**src/logic/drsc_map.svh**
```systemverilog
// register offsets, field positions, reset values and bus responses of the session control block
`ifndef DRSC_MAP_SVH
`define DRSC_MAP_SVH

// register byte offsets
`define DRSC_OFF_CTRL_STS 12'h000
`define DRSC_OFF_EVT_FLAGS 12'h004
`define DRSC_OFF_BUS_CFG 12'h008
`define DRSC_OFF_LINK_CFG 12'h00C
`define DRSC_OFF_RST_CTRL 12'h010
`define DRSC_OFF_CORE_INT 12'h014
`define DRSC_OFF_CORE_MASK 12'h018
`define DRSC_OFF_RX_PEEK 12'h01C
`define DRSC_OFF_RX_POP 12'h020
`define DRSC_OFF_RX_SIZE 12'h024
`define DRSC_OFF_NPTX_CFG 12'h028
`define DRSC_OFF_NPTX_STS 12'h02C
`define DRSC_OFF_GEN_CFG 12'h038
`define DRSC_OFF_CORE_ID 12'h03C
`define DRSC_OFF_HPTX_SIZE 12'h100
`define DRSC_OFF_INEP1_SIZE 12'h104
`define DRSC_OFF_INEP2_SIZE 12'h108
`define DRSC_OFF_INEP3_SIZE 12'h10C
`define DRSC_OFF_EVT_MASK 12'h040
`define DRSC_OFF_ROLE_CFG 12'h044

// control/status bit positions
`define DRSC_BIT_SESSION_REQ_OK 0
`define DRSC_BIT_SESSION_REQ 1
`define DRSC_BIT_SWAP_OK 8
`define DRSC_BIT_SWAP_REQ 9
`define DRSC_BIT_HOST_SWAP_EN 10
`define DRSC_BIT_DEV_SWAP_EN 11
`define DRSC_BIT_CONN_ID 16
`define DRSC_BIT_DEBOUNCE 17
`define DRSC_BIT_A_VALID 18
`define DRSC_BIT_B_VALID 19

// event flag bit positions
`define DRSC_BIT_SESSION_REQ_OK_CHG 8
`define DRSC_BIT_SWAP_OK_CHG 9

// role configuration field positions
`define DRSC_BIT_FORCE_HOST 0
`define DRSC_BIT_FORCE_DEV 1
`define DRSC_BIT_LOW_SPEED 2

// reset values and writable masks
`define DRSC_RST_CTRL_STS 32'h0001_0000
`define DRSC_EVT_MASK_BITS 32'h0000_0300
`define DRSC_ZERO 32'h0000_0000

// bus responses
`define DRSC_RESP_OKAY 2'h0
`define DRSC_RESP_SLVERR 2'h2

`endif

```
**src/logic/drsc_pkg.sv**
```systemverilog
// types shared by the session control block
package drsc_pkg;

  // role the core presently takes
  typedef enum logic [2:0] {
    DRSC_ROLE_IDLE = 3'b001,
    DRSC_ROLE_DEV = 3'b010,
    DRSC_ROLE_HOST = 3'b100
  } drsc_role_type;

  // line rate selection in host role
  typedef enum logic [1:0] {
    DRSC_SPEED_FULL = 2'b01,
    DRSC_SPEED_LOW = 2'b10
  } drsc_speed_type;

endpackage : drsc_pkg

```
**src/logic/drsc_session_ctrl.sv**
```systemverilog
// session and role negotiation control with its AXI4-Lite register file
`timescale 1ns/1ps
`include "drsc_map.svh"

module drsc_session_ctrl
  import drsc_pkg::*;
#(
  parameter bit HOST_CAPABLE = 1'b1,
  parameter bit DEV_CAPABLE = 1'b1
) (
  // clock and reset
  input wire logic clk_sys,
  input wire logic rst_n,
  // axi4-lite write address
  input wire logic [11:0] s_axi_awaddr,
  input wire logic s_axi_awvalid,
  output logic s_axi_awready,
  // axi4-lite write data
  input wire logic [31:0] s_axi_wdata,
  input wire logic [3:0] s_axi_wstrb,
  input wire logic s_axi_wvalid,
  output logic s_axi_wready,
  // axi4-lite write response
  output logic [1:0] s_axi_bresp,
  output logic s_axi_bvalid,
  input wire logic s_axi_bready,
  // axi4-lite read address
  input wire logic [11:0] s_axi_araddr,
  input wire logic s_axi_arvalid,
  output logic s_axi_arready,
  // axi4-lite read data
  output logic [31:0] s_axi_rdata,
  output logic [1:0] s_axi_rresp,
  output logic s_axi_rvalid,
  input wire logic s_axi_rready,
  // session status from the link side
  input wire logic session_req_ok_in,
  input wire logic role_swap_ok_in,
  input wire logic connector_id_in,
  input wire logic debounce_short_in,
  input wire logic a_session_valid_in,
  input wire logic b_session_valid_in,
  // requests toward the link side
  output logic session_req,
  output logic role_swap_req,
  output logic host_side_swap_en,
  output logic dev_side_swap_en,
  output logic host_mode,
  output logic low_speed,
  // interrupt
  output logic irq
);

  // write channel state
  logic aw_held;
  logic w_held;
  logic [11:0] aw_addr;
  logic [31:0] w_data;
  logic [3:0] w_strb;
  logic wr_go;
  logic [31:0] byte_mask;
  // register state
  logic session_req_ok;
  logic role_swap_ok;
  logic connector_id_state;
  logic debounce_length;
  logic a_session_valid;
  logic b_session_valid;
  logic [1:0] evt_flags;
  logic [1:0] evt_mask;
  logic [2:0] role_cfg;
  logic [31:0] plain_regs [0:11];
  logic [31:0] ctrl_view;
  drsc_role_type role;

  // index of a plain read/write register, or 15 when none
  function automatic logic [3:0] plain_index(input logic [11:0] a);
    logic [3:0] idx;
    idx = 4'hF;
    if (a == `DRSC_OFF_BUS_CFG) idx = 4'h0;
    else if (a == `DRSC_OFF_LINK_CFG) idx = 4'h1;
    else if (a == `DRSC_OFF_RST_CTRL) idx = 4'h2;
    else if (a == `DRSC_OFF_CORE_INT) idx = 4'h3;
    else if (a == `DRSC_OFF_CORE_MASK) idx = 4'h4;
    else if (a == `DRSC_OFF_RX_SIZE) idx = 4'h5;
    else if (a == `DRSC_OFF_NPTX_CFG) idx = 4'h6;
    else if (a == `DRSC_OFF_GEN_CFG) idx = 4'h7;
    else if (a == `DRSC_OFF_HPTX_SIZE) idx = 4'h8;
    else if (a == `DRSC_OFF_INEP1_SIZE) idx = 4'h9;
    else if (a == `DRSC_OFF_INEP2_SIZE) idx = 4'hA;
    else if (a == `DRSC_OFF_INEP3_SIZE) idx = 4'hB;
    return idx;
  endfunction : plain_index

  // true for any mapped offset
  function automatic logic is_mapped(input logic [11:0] a);
    logic hit;
    hit = (plain_index(a) != 4'hF);
    if (a == `DRSC_OFF_CTRL_STS || a == `DRSC_OFF_EVT_FLAGS) hit = 1'b1;
    else if (a == `DRSC_OFF_RX_PEEK || a == `DRSC_OFF_RX_POP) hit = 1'b1;
    else if (a == `DRSC_OFF_NPTX_STS || a == `DRSC_OFF_CORE_ID) hit = 1'b1;
    else if (a == `DRSC_OFF_EVT_MASK || a == `DRSC_OFF_ROLE_CFG) hit = 1'b1;
    return hit;
  endfunction : is_mapped

  assign wr_go = aw_held && w_held && !s_axi_bvalid;
  assign byte_mask = {{8{w_strb[3]}}, {8{w_strb[2]}}, {8{w_strb[1]}}, {8{w_strb[0]}}};

  // write address and data capture, in either order
  always_ff @(posedge clk_sys or negedge rst_n) begin
    if (!rst_n) begin
      aw_held <= 1'b0;
      w_held <= 1'b0;
      aw_addr <= 12'h000;
      w_data <= 32'h0000_0000;
      w_strb <= 4'h0;
      s_axi_awready <= 1'b0;
      s_axi_wready <= 1'b0;
    end else begin
      s_axi_awready <= !aw_held && !s_axi_awready && s_axi_awvalid;
      s_axi_wready <= !w_held && !s_axi_wready && s_axi_wvalid;
      if (s_axi_awvalid && s_axi_awready) begin
        aw_held <= 1'b1;
        aw_addr <= {s_axi_awaddr[11:2], 2'b00};
      end else if (wr_go) begin
        aw_held <= 1'b0;
      end
      if (s_axi_wvalid && s_axi_wready) begin
        w_held <= 1'b1;
        w_data <= s_axi_wdata;
        w_strb <= s_axi_wstrb;
      end else if (wr_go) begin
        w_held <= 1'b0;
      end
    end
  end

  // write response, error for unmapped offsets
  always_ff @(posedge clk_sys or negedge rst_n) begin
    if (!rst_n) begin
      s_axi_bvalid <= 1'b0;
      s_axi_bresp <= `DRSC_RESP_OKAY;
    end else if (wr_go) begin
      s_axi_bvalid <= 1'b1;
      s_axi_bresp <= is_mapped(aw_addr) ? `DRSC_RESP_OKAY : `DRSC_RESP_SLVERR;
    end else if (s_axi_bready) begin
      s_axi_bvalid <= 1'b0;
    end
  end

  // status inputs captured into the status view
  always_ff @(posedge clk_sys or negedge rst_n) begin
    if (!rst_n) begin
      session_req_ok <= 1'b0;
      role_swap_ok <= 1'b0;
      connector_id_state <= 1'b1;
      debounce_length <= 1'b0;
      a_session_valid <= 1'b0;
      b_session_valid <= 1'b0;
    end else begin
      session_req_ok <= (role == DRSC_ROLE_DEV) && session_req_ok_in;
      if (wr_go && aw_addr == `DRSC_OFF_CTRL_STS && w_strb[1] &&
          w_data[`DRSC_BIT_SWAP_REQ]) begin
        role_swap_ok <= 1'b0;
      end else begin
        role_swap_ok <= (role == DRSC_ROLE_DEV) && role_swap_ok_in;
      end
      connector_id_state <= connector_id_in;
      debounce_length <= (role == DRSC_ROLE_HOST) && debounce_short_in;
      a_session_valid <= (role == DRSC_ROLE_HOST) && a_session_valid_in;
      b_session_valid <= (role == DRSC_ROLE_DEV) && b_session_valid_in;
    end
  end

  // role choice from build options, force bits and connector identity
  always_ff @(posedge clk_sys or negedge rst_n) begin
    if (!rst_n) begin
      role <= DRSC_ROLE_IDLE;
    end else if (HOST_CAPABLE && (!DEV_CAPABLE || role_cfg[`DRSC_BIT_FORCE_HOST])) begin
      role <= DRSC_ROLE_HOST;
    end else if (DEV_CAPABLE && (!HOST_CAPABLE || role_cfg[`DRSC_BIT_FORCE_DEV])) begin
      role <= DRSC_ROLE_DEV;
    end else if (HOST_CAPABLE && DEV_CAPABLE) begin
      role <= connector_id_state ? DRSC_ROLE_DEV : DRSC_ROLE_HOST;
    end else begin
      role <= DRSC_ROLE_IDLE;
    end
  end

  // session and negotiation requests, cleared along with their change flags
  always_ff @(posedge clk_sys or negedge rst_n) begin
    if (!rst_n) begin
      session_req <= 1'b0;
      role_swap_req <= 1'b0;
      host_side_swap_en <= 1'b0;
      dev_side_swap_en <= 1'b0;
    end else begin
      if (wr_go && aw_addr == `DRSC_OFF_CTRL_STS && w_strb[0]) begin
        session_req <= w_data[`DRSC_BIT_SESSION_REQ];
      end else if (wr_go && aw_addr == `DRSC_OFF_EVT_FLAGS && w_strb[1] &&
                   w_data[`DRSC_BIT_SESSION_REQ_OK_CHG] && evt_flags[0]) begin
        session_req <= 1'b0;
      end
      if (wr_go && aw_addr == `DRSC_OFF_CTRL_STS && w_strb[1]) begin
        role_swap_req <= w_data[`DRSC_BIT_SWAP_REQ];
        host_side_swap_en <= w_data[`DRSC_BIT_HOST_SWAP_EN];
        dev_side_swap_en <= w_data[`DRSC_BIT_DEV_SWAP_EN];
      end else if (wr_go && aw_addr == `DRSC_OFF_EVT_FLAGS && w_strb[1] &&
                   w_data[`DRSC_BIT_SWAP_OK_CHG] && evt_flags[1]) begin
        role_swap_req <= 1'b0;
      end
    end
  end

  // sticky change flags; a new change beats a clear in the same cycle
  always_ff @(posedge clk_sys or negedge rst_n) begin
    if (!rst_n) begin
      evt_flags <= 2'b00;
    end else begin
      for (int i = 0; i < 2; i++) begin
        if ((i == 0 && session_req_ok != ((role == DRSC_ROLE_DEV) && session_req_ok_in)) ||
            (i == 1 && role_swap_ok != ((role == DRSC_ROLE_DEV) && role_swap_ok_in))) begin
          evt_flags[i] <= 1'b1;
        end else if (wr_go && aw_addr == `DRSC_OFF_EVT_FLAGS && w_strb[1] &&
                     w_data[`DRSC_BIT_SESSION_REQ_OK_CHG + i]) begin
          evt_flags[i] <= 1'b0;
        end
      end
    end
  end

  // event mask and role configuration
  always_ff @(posedge clk_sys or negedge rst_n) begin
    if (!rst_n) begin
      evt_mask <= 2'b00;
      role_cfg <= 3'b000;
    end else if (wr_go && aw_addr == `DRSC_OFF_EVT_MASK && w_strb[1]) begin
      evt_mask <= w_data[`DRSC_BIT_SWAP_OK_CHG:`DRSC_BIT_SESSION_REQ_OK_CHG];
    end else if (wr_go && aw_addr == `DRSC_OFF_ROLE_CFG && w_strb[0]) begin
      role_cfg <= w_data[2:0];
    end
  end

  // line rate: low speed only in host role
  always_ff @(posedge clk_sys or negedge rst_n) begin
    if (!rst_n) begin
      host_mode <= 1'b0;
      low_speed <= 1'b0;
    end else begin
      host_mode <= (role == DRSC_ROLE_HOST);
      low_speed <= (role == DRSC_ROLE_HOST) && role_cfg[`DRSC_BIT_LOW_SPEED];
    end
  end

  // interrupt level from unmasked flags
  always_ff @(posedge clk_sys or negedge rst_n) begin
    if (!rst_n) begin
      irq <= 1'b0;
    end else begin
      irq <= |(evt_flags & evt_mask);
    end
  end

  // plain read/write registers kept for the rest of the core
  for (genvar g = 0; g < 12; g++) begin : g_plain
    always_ff @(posedge clk_sys or negedge rst_n) begin
      if (!rst_n) begin
        plain_regs[g] <= `DRSC_ZERO;
      end else if (wr_go && plain_index(aw_addr) == 4'(g)) begin
        plain_regs[g] <= (plain_regs[g] & ~byte_mask) | (w_data & byte_mask);
      end
    end
  end

  // control/status read view, reserved bits zero
  always_comb begin
    ctrl_view = `DRSC_ZERO;
    ctrl_view[`DRSC_BIT_SESSION_REQ_OK] = session_req_ok;
    ctrl_view[`DRSC_BIT_SESSION_REQ] = session_req;
    ctrl_view[`DRSC_BIT_SWAP_OK] = role_swap_ok;
    ctrl_view[`DRSC_BIT_SWAP_REQ] = role_swap_req;
    ctrl_view[`DRSC_BIT_HOST_SWAP_EN] = host_side_swap_en;
    ctrl_view[`DRSC_BIT_DEV_SWAP_EN] = dev_side_swap_en;
    ctrl_view[`DRSC_BIT_CONN_ID] = connector_id_state;
    ctrl_view[`DRSC_BIT_DEBOUNCE] = debounce_length;
    ctrl_view[`DRSC_BIT_A_VALID] = a_session_valid;
    ctrl_view[`DRSC_BIT_B_VALID] = b_session_valid;
  end

  // read channel, one cycle from address to data
  always_ff @(posedge clk_sys or negedge rst_n) begin
    if (!rst_n) begin
      s_axi_arready <= 1'b0;
      s_axi_rvalid <= 1'b0;
      s_axi_rdata <= `DRSC_ZERO;
      s_axi_rresp <= `DRSC_RESP_OKAY;
    end else begin
      s_axi_arready <= !s_axi_arready && !s_axi_rvalid && s_axi_arvalid;
      if (s_axi_arvalid && s_axi_arready) begin
        s_axi_rvalid <= 1'b1;
        s_axi_rresp <= is_mapped(s_axi_araddr) ? `DRSC_RESP_OKAY : `DRSC_RESP_SLVERR;
        if (s_axi_araddr == `DRSC_OFF_CTRL_STS) begin
          s_axi_rdata <= ctrl_view;
        end else if (s_axi_araddr == `DRSC_OFF_EVT_FLAGS) begin
          s_axi_rdata <= {22'h0, evt_flags, 8'h00};
        end else if (s_axi_araddr == `DRSC_OFF_EVT_MASK) begin
          s_axi_rdata <= {22'h0, evt_mask, 8'h00};
        end else if (s_axi_araddr == `DRSC_OFF_ROLE_CFG) begin
          s_axi_rdata <= {29'h0, role_cfg};
        end else if (plain_index(s_axi_araddr) != 4'hF) begin
          s_axi_rdata <= plain_regs[plain_index(s_axi_araddr)];
        end else begin
          s_axi_rdata <= `DRSC_ZERO;
        end
      end else if (s_axi_rready) begin
        s_axi_rvalid <= 1'b0;
      end
    end
  end

endmodule : drsc_session_ctrl

```
**config.mk**
```make
export PLATFORM = sky130hd
export DESIGN_NAME = drsc_session_ctrl
export DESIGN_NICKNAME = d
export VERILOG_FILES = /design/src/logic/drsc_pkg.sv /design/src/logic/drsc_session_ctrl.sv
export VERILOG_INCLUDE_DIRS = /design/src /design/src/logic
export SDC_FILE = /design/constraint.sdc
export NUM_CORES = 1
export LEC_CHECK = 0
export ABC_AREA = 1
export BUFFER_PORTS_ARGS = -buffer_cell sky130_fd_sc_hd__buf_4
export CAP_MARGIN = 20
export CORE_MARGIN = 2
export CORE_UTILIZATION = 46
export DETAILED_ROUTE_END_ITERATION = 12
export PLACE_DENSITY = 0.62
export SYNTH_ARGS = -nofsm -noshare
export SYNTH_HDL_FRONTEND = slang
export SYNTH_SLANG_ARGS = --single-unit
```
**constraint.sdc**
```tcl
create_clock -name clk_sys -period 4 [get_ports clk_sys]
set_clock_uncertainty 0.05 [all_clocks]
set_input_delay 0.2 -clock clk_sys [delete_from_list [all_inputs] [get_ports clk_sys]]
set_output_delay 0.2 -clock clk_sys [all_outputs]
set_load 0.01 [all_outputs]
```
==> results of run 1 <==
per-layer routing:
| layer | GRT usage (%) | part of all wire [%] | vias to the layer above |
|---|---|---|---|
| li1 | - | - | 9040 |
| met1 | 34.92 | 44 | 9208 |
| met2 | 41.03 | 47 | 595 |
| met3 | 3.200 | 5.4 | 112 |
| met4 | 9.398 | 3.1 | 0 |
| met5 | 0 | 0 | - |
synth_stat cells (all sizes together):
library cell    n  area, µm²
a211o           1      8.760
mux2            7      78.83
nand4           8      50.05
dfrtp         492      12310
a211oi          2      20.02
o21ai         479       2491
o21bai          1      7.510
nor3b           3      22.52
clkinv          2      7.510
dfstp           2      52.55
xor2            2      17.52
inv           152      570.5
nand2         799       3007
conb            1      3.750
buf            53      292.8
a21oi          68      340.3
nor2          137      529.3
nor4           10      77.57
o31ai           2      15.01
nor3           10      60.06
a31oi           1      6.260
or2             2      12.52
o211ai         15      112.6
clkbuf        119      446.7
o221ai         21      183.9
o2111ai         1      8.760
and2            1      6.260
nand3         285       1439
o41ai           1      8.760
power by group through the flow:
stage          clock network (mW)  registers [mW]  logic [mW]
2_1_floorplan                   0            5.64        1.07
3_3_place_gp                    0            5.71        1.62
3_5_place_dp                    0            5.72        1.66
4_1_cts                      5.06            5.63        1.71
5_1_grt                      5.27            5.68        1.90
6_report                     4.96            5.63        1.68
critical path: stages (launching register included):
cell and delay [ps]:
dfrtp_1 340, or2_1 420, nor2_1 130, inv_1 100, nor2_1 60, a211oi_1 390, nand3_1 160, nor3_2 440
nand2_1 590, o21ai_0 360
cell usage in the layout, fill, tap and decap left out, types with 55 or more instances in the layout:
master,Yosys,layout
nand2_1,796,795
dfrtp_1,492,492
o21ai_0,449,449
nand3_1,284,283
buf_4,4,162
inv_1,143,143
nor2_1,135,134
a21oi_1,68,68
dlygate4sd3_1,0,60
clkbuf_16,0,55
layout make-up:
type / count / area share, %
Multi-Input combinational cell: 1859 / 32.79
Inverter: 154 / 2.230
Timing Repair Buffer: 232 / 7.729
Sequential cell: 494 / 47.50
Tap cell: 615 / 2.956
Clock buffer: 85 / 6.335
Clock inverter: 8 / 0.4566
path summary, 6_finish.rpt:
path	endpoint	slack, ps
max	register	830
min	s_axi_rdata[8]	110
max reg2reg	register	830
min reg2reg	s_axi_awready	410
max in group asynchronous	asynchronous set/reset pin	2650
min in group asynchronous	host_mode	120
through the flow:
step | cells | total power, mW | setup WS [ps] | hold slack, ps
floorplan | 2679 | 6.705 | 1780 | -145.6
global placement | 3294 | 7.333 | 1022 | 179.7
detailed placement | 3294 | 7.378 | 921.1 | 191.7
CTS | 3447 | 12.40 | 887.6 | 82.77
global route | 3447 | 12.85 | 651.4 | 163.9
finish | 3447 | 12.28 | 830.2 | 106.0
timing repair:
| item | 4_1_cts | 5_1_grt |
|---|---|---|
| hold buffers | 60 | 0 |
| gates resized for setup | 0 | 0 |
| endpoints found under the hold margin | 131 | 0 |
logic make-up after synthesis:
kind of cell / synth area share [%]
xor+xnor: 0.07896
other cells: 0.01690
flops: 55.72
simple gates: 23.45
buf+inv: 5.938
compound gates: 14.44
mux: 0.3553
==> summary.json, run 1 <==
{
  "clk_lat_worst_skew_ps": 600,
  "dieArea_um2": 50010,
  "ir_worst_vdd_mv": 0.3493,
  "grt.total_usage_pct": 25.26,
  "clock_tree.htree_level_count": 2,
  "detail_route.iter0.violations": 1879,
  "die_w_um": 223.6,
  "timing_worst_slew_pin_value_ps": 1136,
  "timing.max_cap.violations": 0,
  "setup_violations": 0,
  "fillCellCount": 4425,
  "synth.ff_latch_count": 494,
  "start_util_pct": 46.57,
  "finalHoldViolCount": 0,
  "fin_crit_ps": 3170,
  "synth.cell_area_um2": 22190,
  "p_int_mw": 8.804,
  "overall_via_count_from_detail_route": 18960,
  "totalWireLength_mm": 62.06,
  "pwr-share-comb_pct": 13.7,
  "timing.max_slew.rel_slack_pct": 23.70,
  "core.rowCount": 80,
  "antenna_found_initial": 0,
  "antenna_cells": 0,
  "area.sequential_um2": 12360,
  "postPlaceCellArea_um2": 23660,
  "final_util_pct": 54.63,
  "crit_start": "aw_addr[11]",
  "setup-tns-final_ps": 0,
  "area_growth_syn_to_layout_pct": 17.31,
  "worst_hold_path.num_cells": 8,
  "number_of_global_route_vias_before_repair": 18170,
  "fin_area_um2": 26030,
  "power_per_cell_area_nw_per_um2": 471.6,
  "seq_power_share_pct": 45.9,
  "worstReg2RegStart": "aw_addr[11]",
  "postCtsSetupRepairBufs": 0,
  "reg2regPathDepth": 9,
  "syn_area_per_cell_um2": 8.289,
  "fp.dieH_um": 223.6,
  "dp_hpwl_mm": 38.54,
  "routed_wire_length_per_instance_um": 18.00,
  "arrival_ps": 3600,
  "start_point_of_the_worst_hold_path": "s_axi_araddr[7]",
  "switching_power_mw": 3.471,
  "tritoncts_num_sinks": 494,
  "grt_overflow_total": 0,
  "remaining_drc_errors": 0,
  "grt_setup_unrepaired": "false",
  "multi_input_comb_area_um2": 8536,
  "ant_nets": 0,
  "grt_pass1_wl_mm": 99.59,
  "timing.critical_path.fanout_max": 16,
  "run_status": "complete, no violations",
  "dr.pass1.iters": 6,
  "power.clock.fraction_pct": 40.4,
  "power.switching_fraction_pct": 28.28,
  "clk_tree_root_cell": "clkbuf_16",
  "cts_buf_count": 53,
  "drv_slew": 0,
  "startpoint_type": "register",
  "synth_cell_type_count": 42,
  "io_pins": 121,
  "clockBufferDepth": 3,
  "cts.reportedPaths.clkPinSlew_ps": 60,
  "critPathRequiredTime_ps": 4430,
  "core-area_um2": 47650,
  "crit_path_end_kind": "register",
  "nNetsFinal": 2867,
  "count_of_input_and_output_buffers": 116,
  "grt_start_max_net_pins": 126,
  "synth_cells": 2677,
  "yosys_warnings": 0,
  "synth.yosys.seq_area_share_pct": 55.72,
  "cts_tree": "done",
  "viasPerCell": 5.499,
  "layout-drive-gt1-share_pct": 10.88,
  "gpl.final_weighted_congestion": 0.8950,
  "min_path_type": "input port to register",
  "cellLeakagePower_nw": 11.87,
  "fin_crit_sh_pct": 79.24,
  "fmaxAchievable_ghz": 0.3155,
  "critical_path_class": "register to register"
}
(Power assumes the default switching activity.)
==> run 2: changes to the inputs <==
--- a/config.mk
+++ b/config.mk
@@ -12,7 +12,7 @@
 export CORE_MARGIN = 2
 export CORE_UTILIZATION = 46
 export DETAILED_ROUTE_END_ITERATION = 12
-export PLACE_DENSITY = 0.62
+export PLACE_DENSITY = 0.64
 export SYNTH_ARGS = -nofsm -noshare
 export SYNTH_HDL_FRONTEND = slang
 export SYNTH_SLANG_ARGS = --single-unit
==> constraint.sdc (replaced) <==
create_clock -name clk_sys -period 2.9 [get_ports clk_sys]
set_clock_uncertainty 0.05 [all_clocks]
set_input_delay 0.145 -clock clk_sys [delete_from_list [all_inputs] [get_ports clk_sys]]
set_output_delay 0.145 -clock clk_sys [all_outputs]
set_load 0.01 [all_outputs]
==> run 2 against run 1 <==
Against the previous run:
- hold slack lost 64 ps
- largest power group unchanged
- critical path type unchanged
- critical path depth increased by 8
- clock power up 40%
- non-clock buffer count up 16
- cell count grew 0.55%
- utilization is 0.46 points higher
==> summary.json, run 2 (synthesis results as in run 1) <==
{
  "run_status": "complete, no violations",
  "cts.hold.buffers_added": 61,
  "place.detailed.instances": 3309,
  "layout_commonest_cell": "nand2_1",
  "remaining_drc_errors": 0,
  "clk_lat_worst_skew_ps": 600,
  "drv_slew": 0,
  "dieArea_um2": 50010,
  "cts.reportedPaths.clkPinSlew_ps": 60,
  "dr.pass1.iters": 6,
  "clk_tree_root_cell": "clkbuf_16",
  "fp.dieH_um": 223.6,
  "fillCellCount": 4415,
  "timing.max_cap.violations": 0,
  "core-area_um2": 47650,
  "p_int_mw": 12.19,
  "ant_nets": 0,
  "viasPerCell": 5.473,
  "setup-tns-final_ps": 0,
  "crit_path_end_kind": "register",
  "area_growth_syn_to_layout_pct": 18.31,
  "area.sequential_um2": 12360,
  "critical_path_class": "register to register",
  "start_util_pct": 46.57,
  "cts_tree": "done",
  "core.rowCount": 80,
  "grt_start_max_net_pins": 119,
  "io_pins": 121,
  "timing.max_slew.rel_slack_pct": 40.82,
  "number_of_resized_instances_in_the_post_cts_repair_step": 0,
  "tritoncts_num_sinks": 494,
  "final_cell_mix": "795 x nand2_1, 492 x dfrtp_1, 449 x o21ai_0",
  "postCtsSetupRepairBufs": 0,
  "die_w_um": 223.6,
  "pwr-share-comb_pct": 13.9,
  "routed_wire_length_per_instance_um": 17.99,
  "switching_power_mw": 4.897,
  "report.power.total_mw": 17.09,
  "antenna_cells": 0,
  "gpl.final_weighted_congestion": 0.8820,
  "totalWireLength_mm": 62.37,
  "power.clock.fraction_pct": 40.7,
  "multi_input_comb_area_um2": 8531,
  "finalHoldWorstSlack_ps": 41.87,
  "nNetsFinal": 2883,
  "start_point_of_the_worst_hold_path": "s_axi_araddr[7]",
  "startpoint_type": "register",
  "critPathRequiredTime_ps": 3380,
  "ir_worst_vdd_mv": 0.5390,
  "antenna_found_initial": 0,
  "detail_route.iter0.violations": 1615,
  "layout-drive-gt1-share_pct": 11.47,
  "count_of_input_and_output_buffers": 116,
  "min_path_type": "input port to register",
  "crit_start": "aw_addr[4]",
  "grt.total_usage_pct": 25.30,
  "seq_power_share_pct": 45.5,
  "final-instance-count-excl-fill": 3466,
  "number_of_global_route_vias_before_repair": 18170,
  "fmaxAchievable_ghz": 0.3792,
  "timing.critical_path.fanout_max": 16,
  "clockBufferDepth": 3,
  "power_per_cell_area_nw_per_um2": 651.0,
  "grt_pass1_wl_mm": 100.3,
  "power.switching_fraction_pct": 28.65,
  "worstReg2RegStart": "aw_addr[4]",
  "cts_buf_count": 53,
  "clock_tree.htree_level_count": 2,
  "fin_crit_sh_pct": 90.93,
  "timing_worst_slew_pin_value_ps": 884.6,
  "arrival_ps": 3110,
  "overall_via_count_from_detail_route": 18970,
  "setup_violations": 0,
  "grt_setup_unrepaired": "false",
  "fin_crit_ps": 2637,
  "cellLeakagePower_nw": 12.00,
  "finalHoldViolCount": 0,
  "grt_overflow_total": 0,
  "dp_hpwl_mm": 39.44
}
==> run 2: cell count changes in the layout (fill, tap and decap cells not counted), sizes merged <==
| cell | previous run | this run |
|---|---|---|
| buf | 172 | 188 |
| bufinv | 3 | 5 |
| clkbuf | 85 | 79 |
| clkinv | 6 | 12 |
| inv | 153 | 154 |
==> run 2: final cells by class <==
class                   instances  area share, %
clock buffers                  79          5.967
repair buffers                248          8.455
flip-flops and latches        494          47.10
clock inverters                17         0.8389
inverters                     154          2.212
well taps                     615          2.931
multi-input cells            1859          32.50
==> run 2: worst paths after layout <==
kind / end / slack (ps) / depth (start not counted)
max in group asynchronous: asynchronous set/reset pin / 2040 / 3
setup / recovery: register / 260 / 17
hold reg to reg: s_axi_awready / 400 / 1
hold / removal: s_axi_rdata[8] / 40 / 8
min in group asynchronous: w_data[4] / 130 / 3
setup reg to reg: register / 260 / 17
==> run 2: worst max-delay path: stages (launching register included) <==
cell	delay, ps
dfrtp_1	440
nor2_1	300
inv_1	140
nor2_1	190
inv_1	80
nor2_1	160
inv_1	110
o31ai_1	80
nand2_1	80
nand2_1	60
inv_1	50
nand2_1	70
a211oi_2	50
buf_4	190
nand2_1	60
buf_4	260
nand2_1	110
o21ai_2	70
==> run 2: power by group through the flow <==
stage / combinational [mW] / clock [mW] / sequential [mW]
final: 2.37 / 6.95 / 7.77
after global routing: 2.65 / 7.36 / 7.83
after CTS: 2.38 / 7.07 / 7.76
after detailed placement: 2.30 / 0 / 7.89
after global placement: 2.25 / 0 / 7.86
after floorplan: 1.47 / 0 / 7.77
==> run 2: metal layers <==
metal,global-route usage (%),vias to the layer above,share of wire (%)
li1,-,9071,-
met1,35.22,9192,44
met2,40.87,587,47
met3,3.778,121,5.9
met4,8.323,0,3.0
met5,0,-,0
==> run 2: stage by stage <==
stage	setup WS [ps]	cell area, µm²	utilization, %
after floorplan	680.4	22200	-
after global placement	395.9	23840	50.04
after detailed placement	337.8	23840	50.04
after CTS	319.8	26250	55.10
after global routing	10.32	26250	55.10
final	262.9	26250	55.10
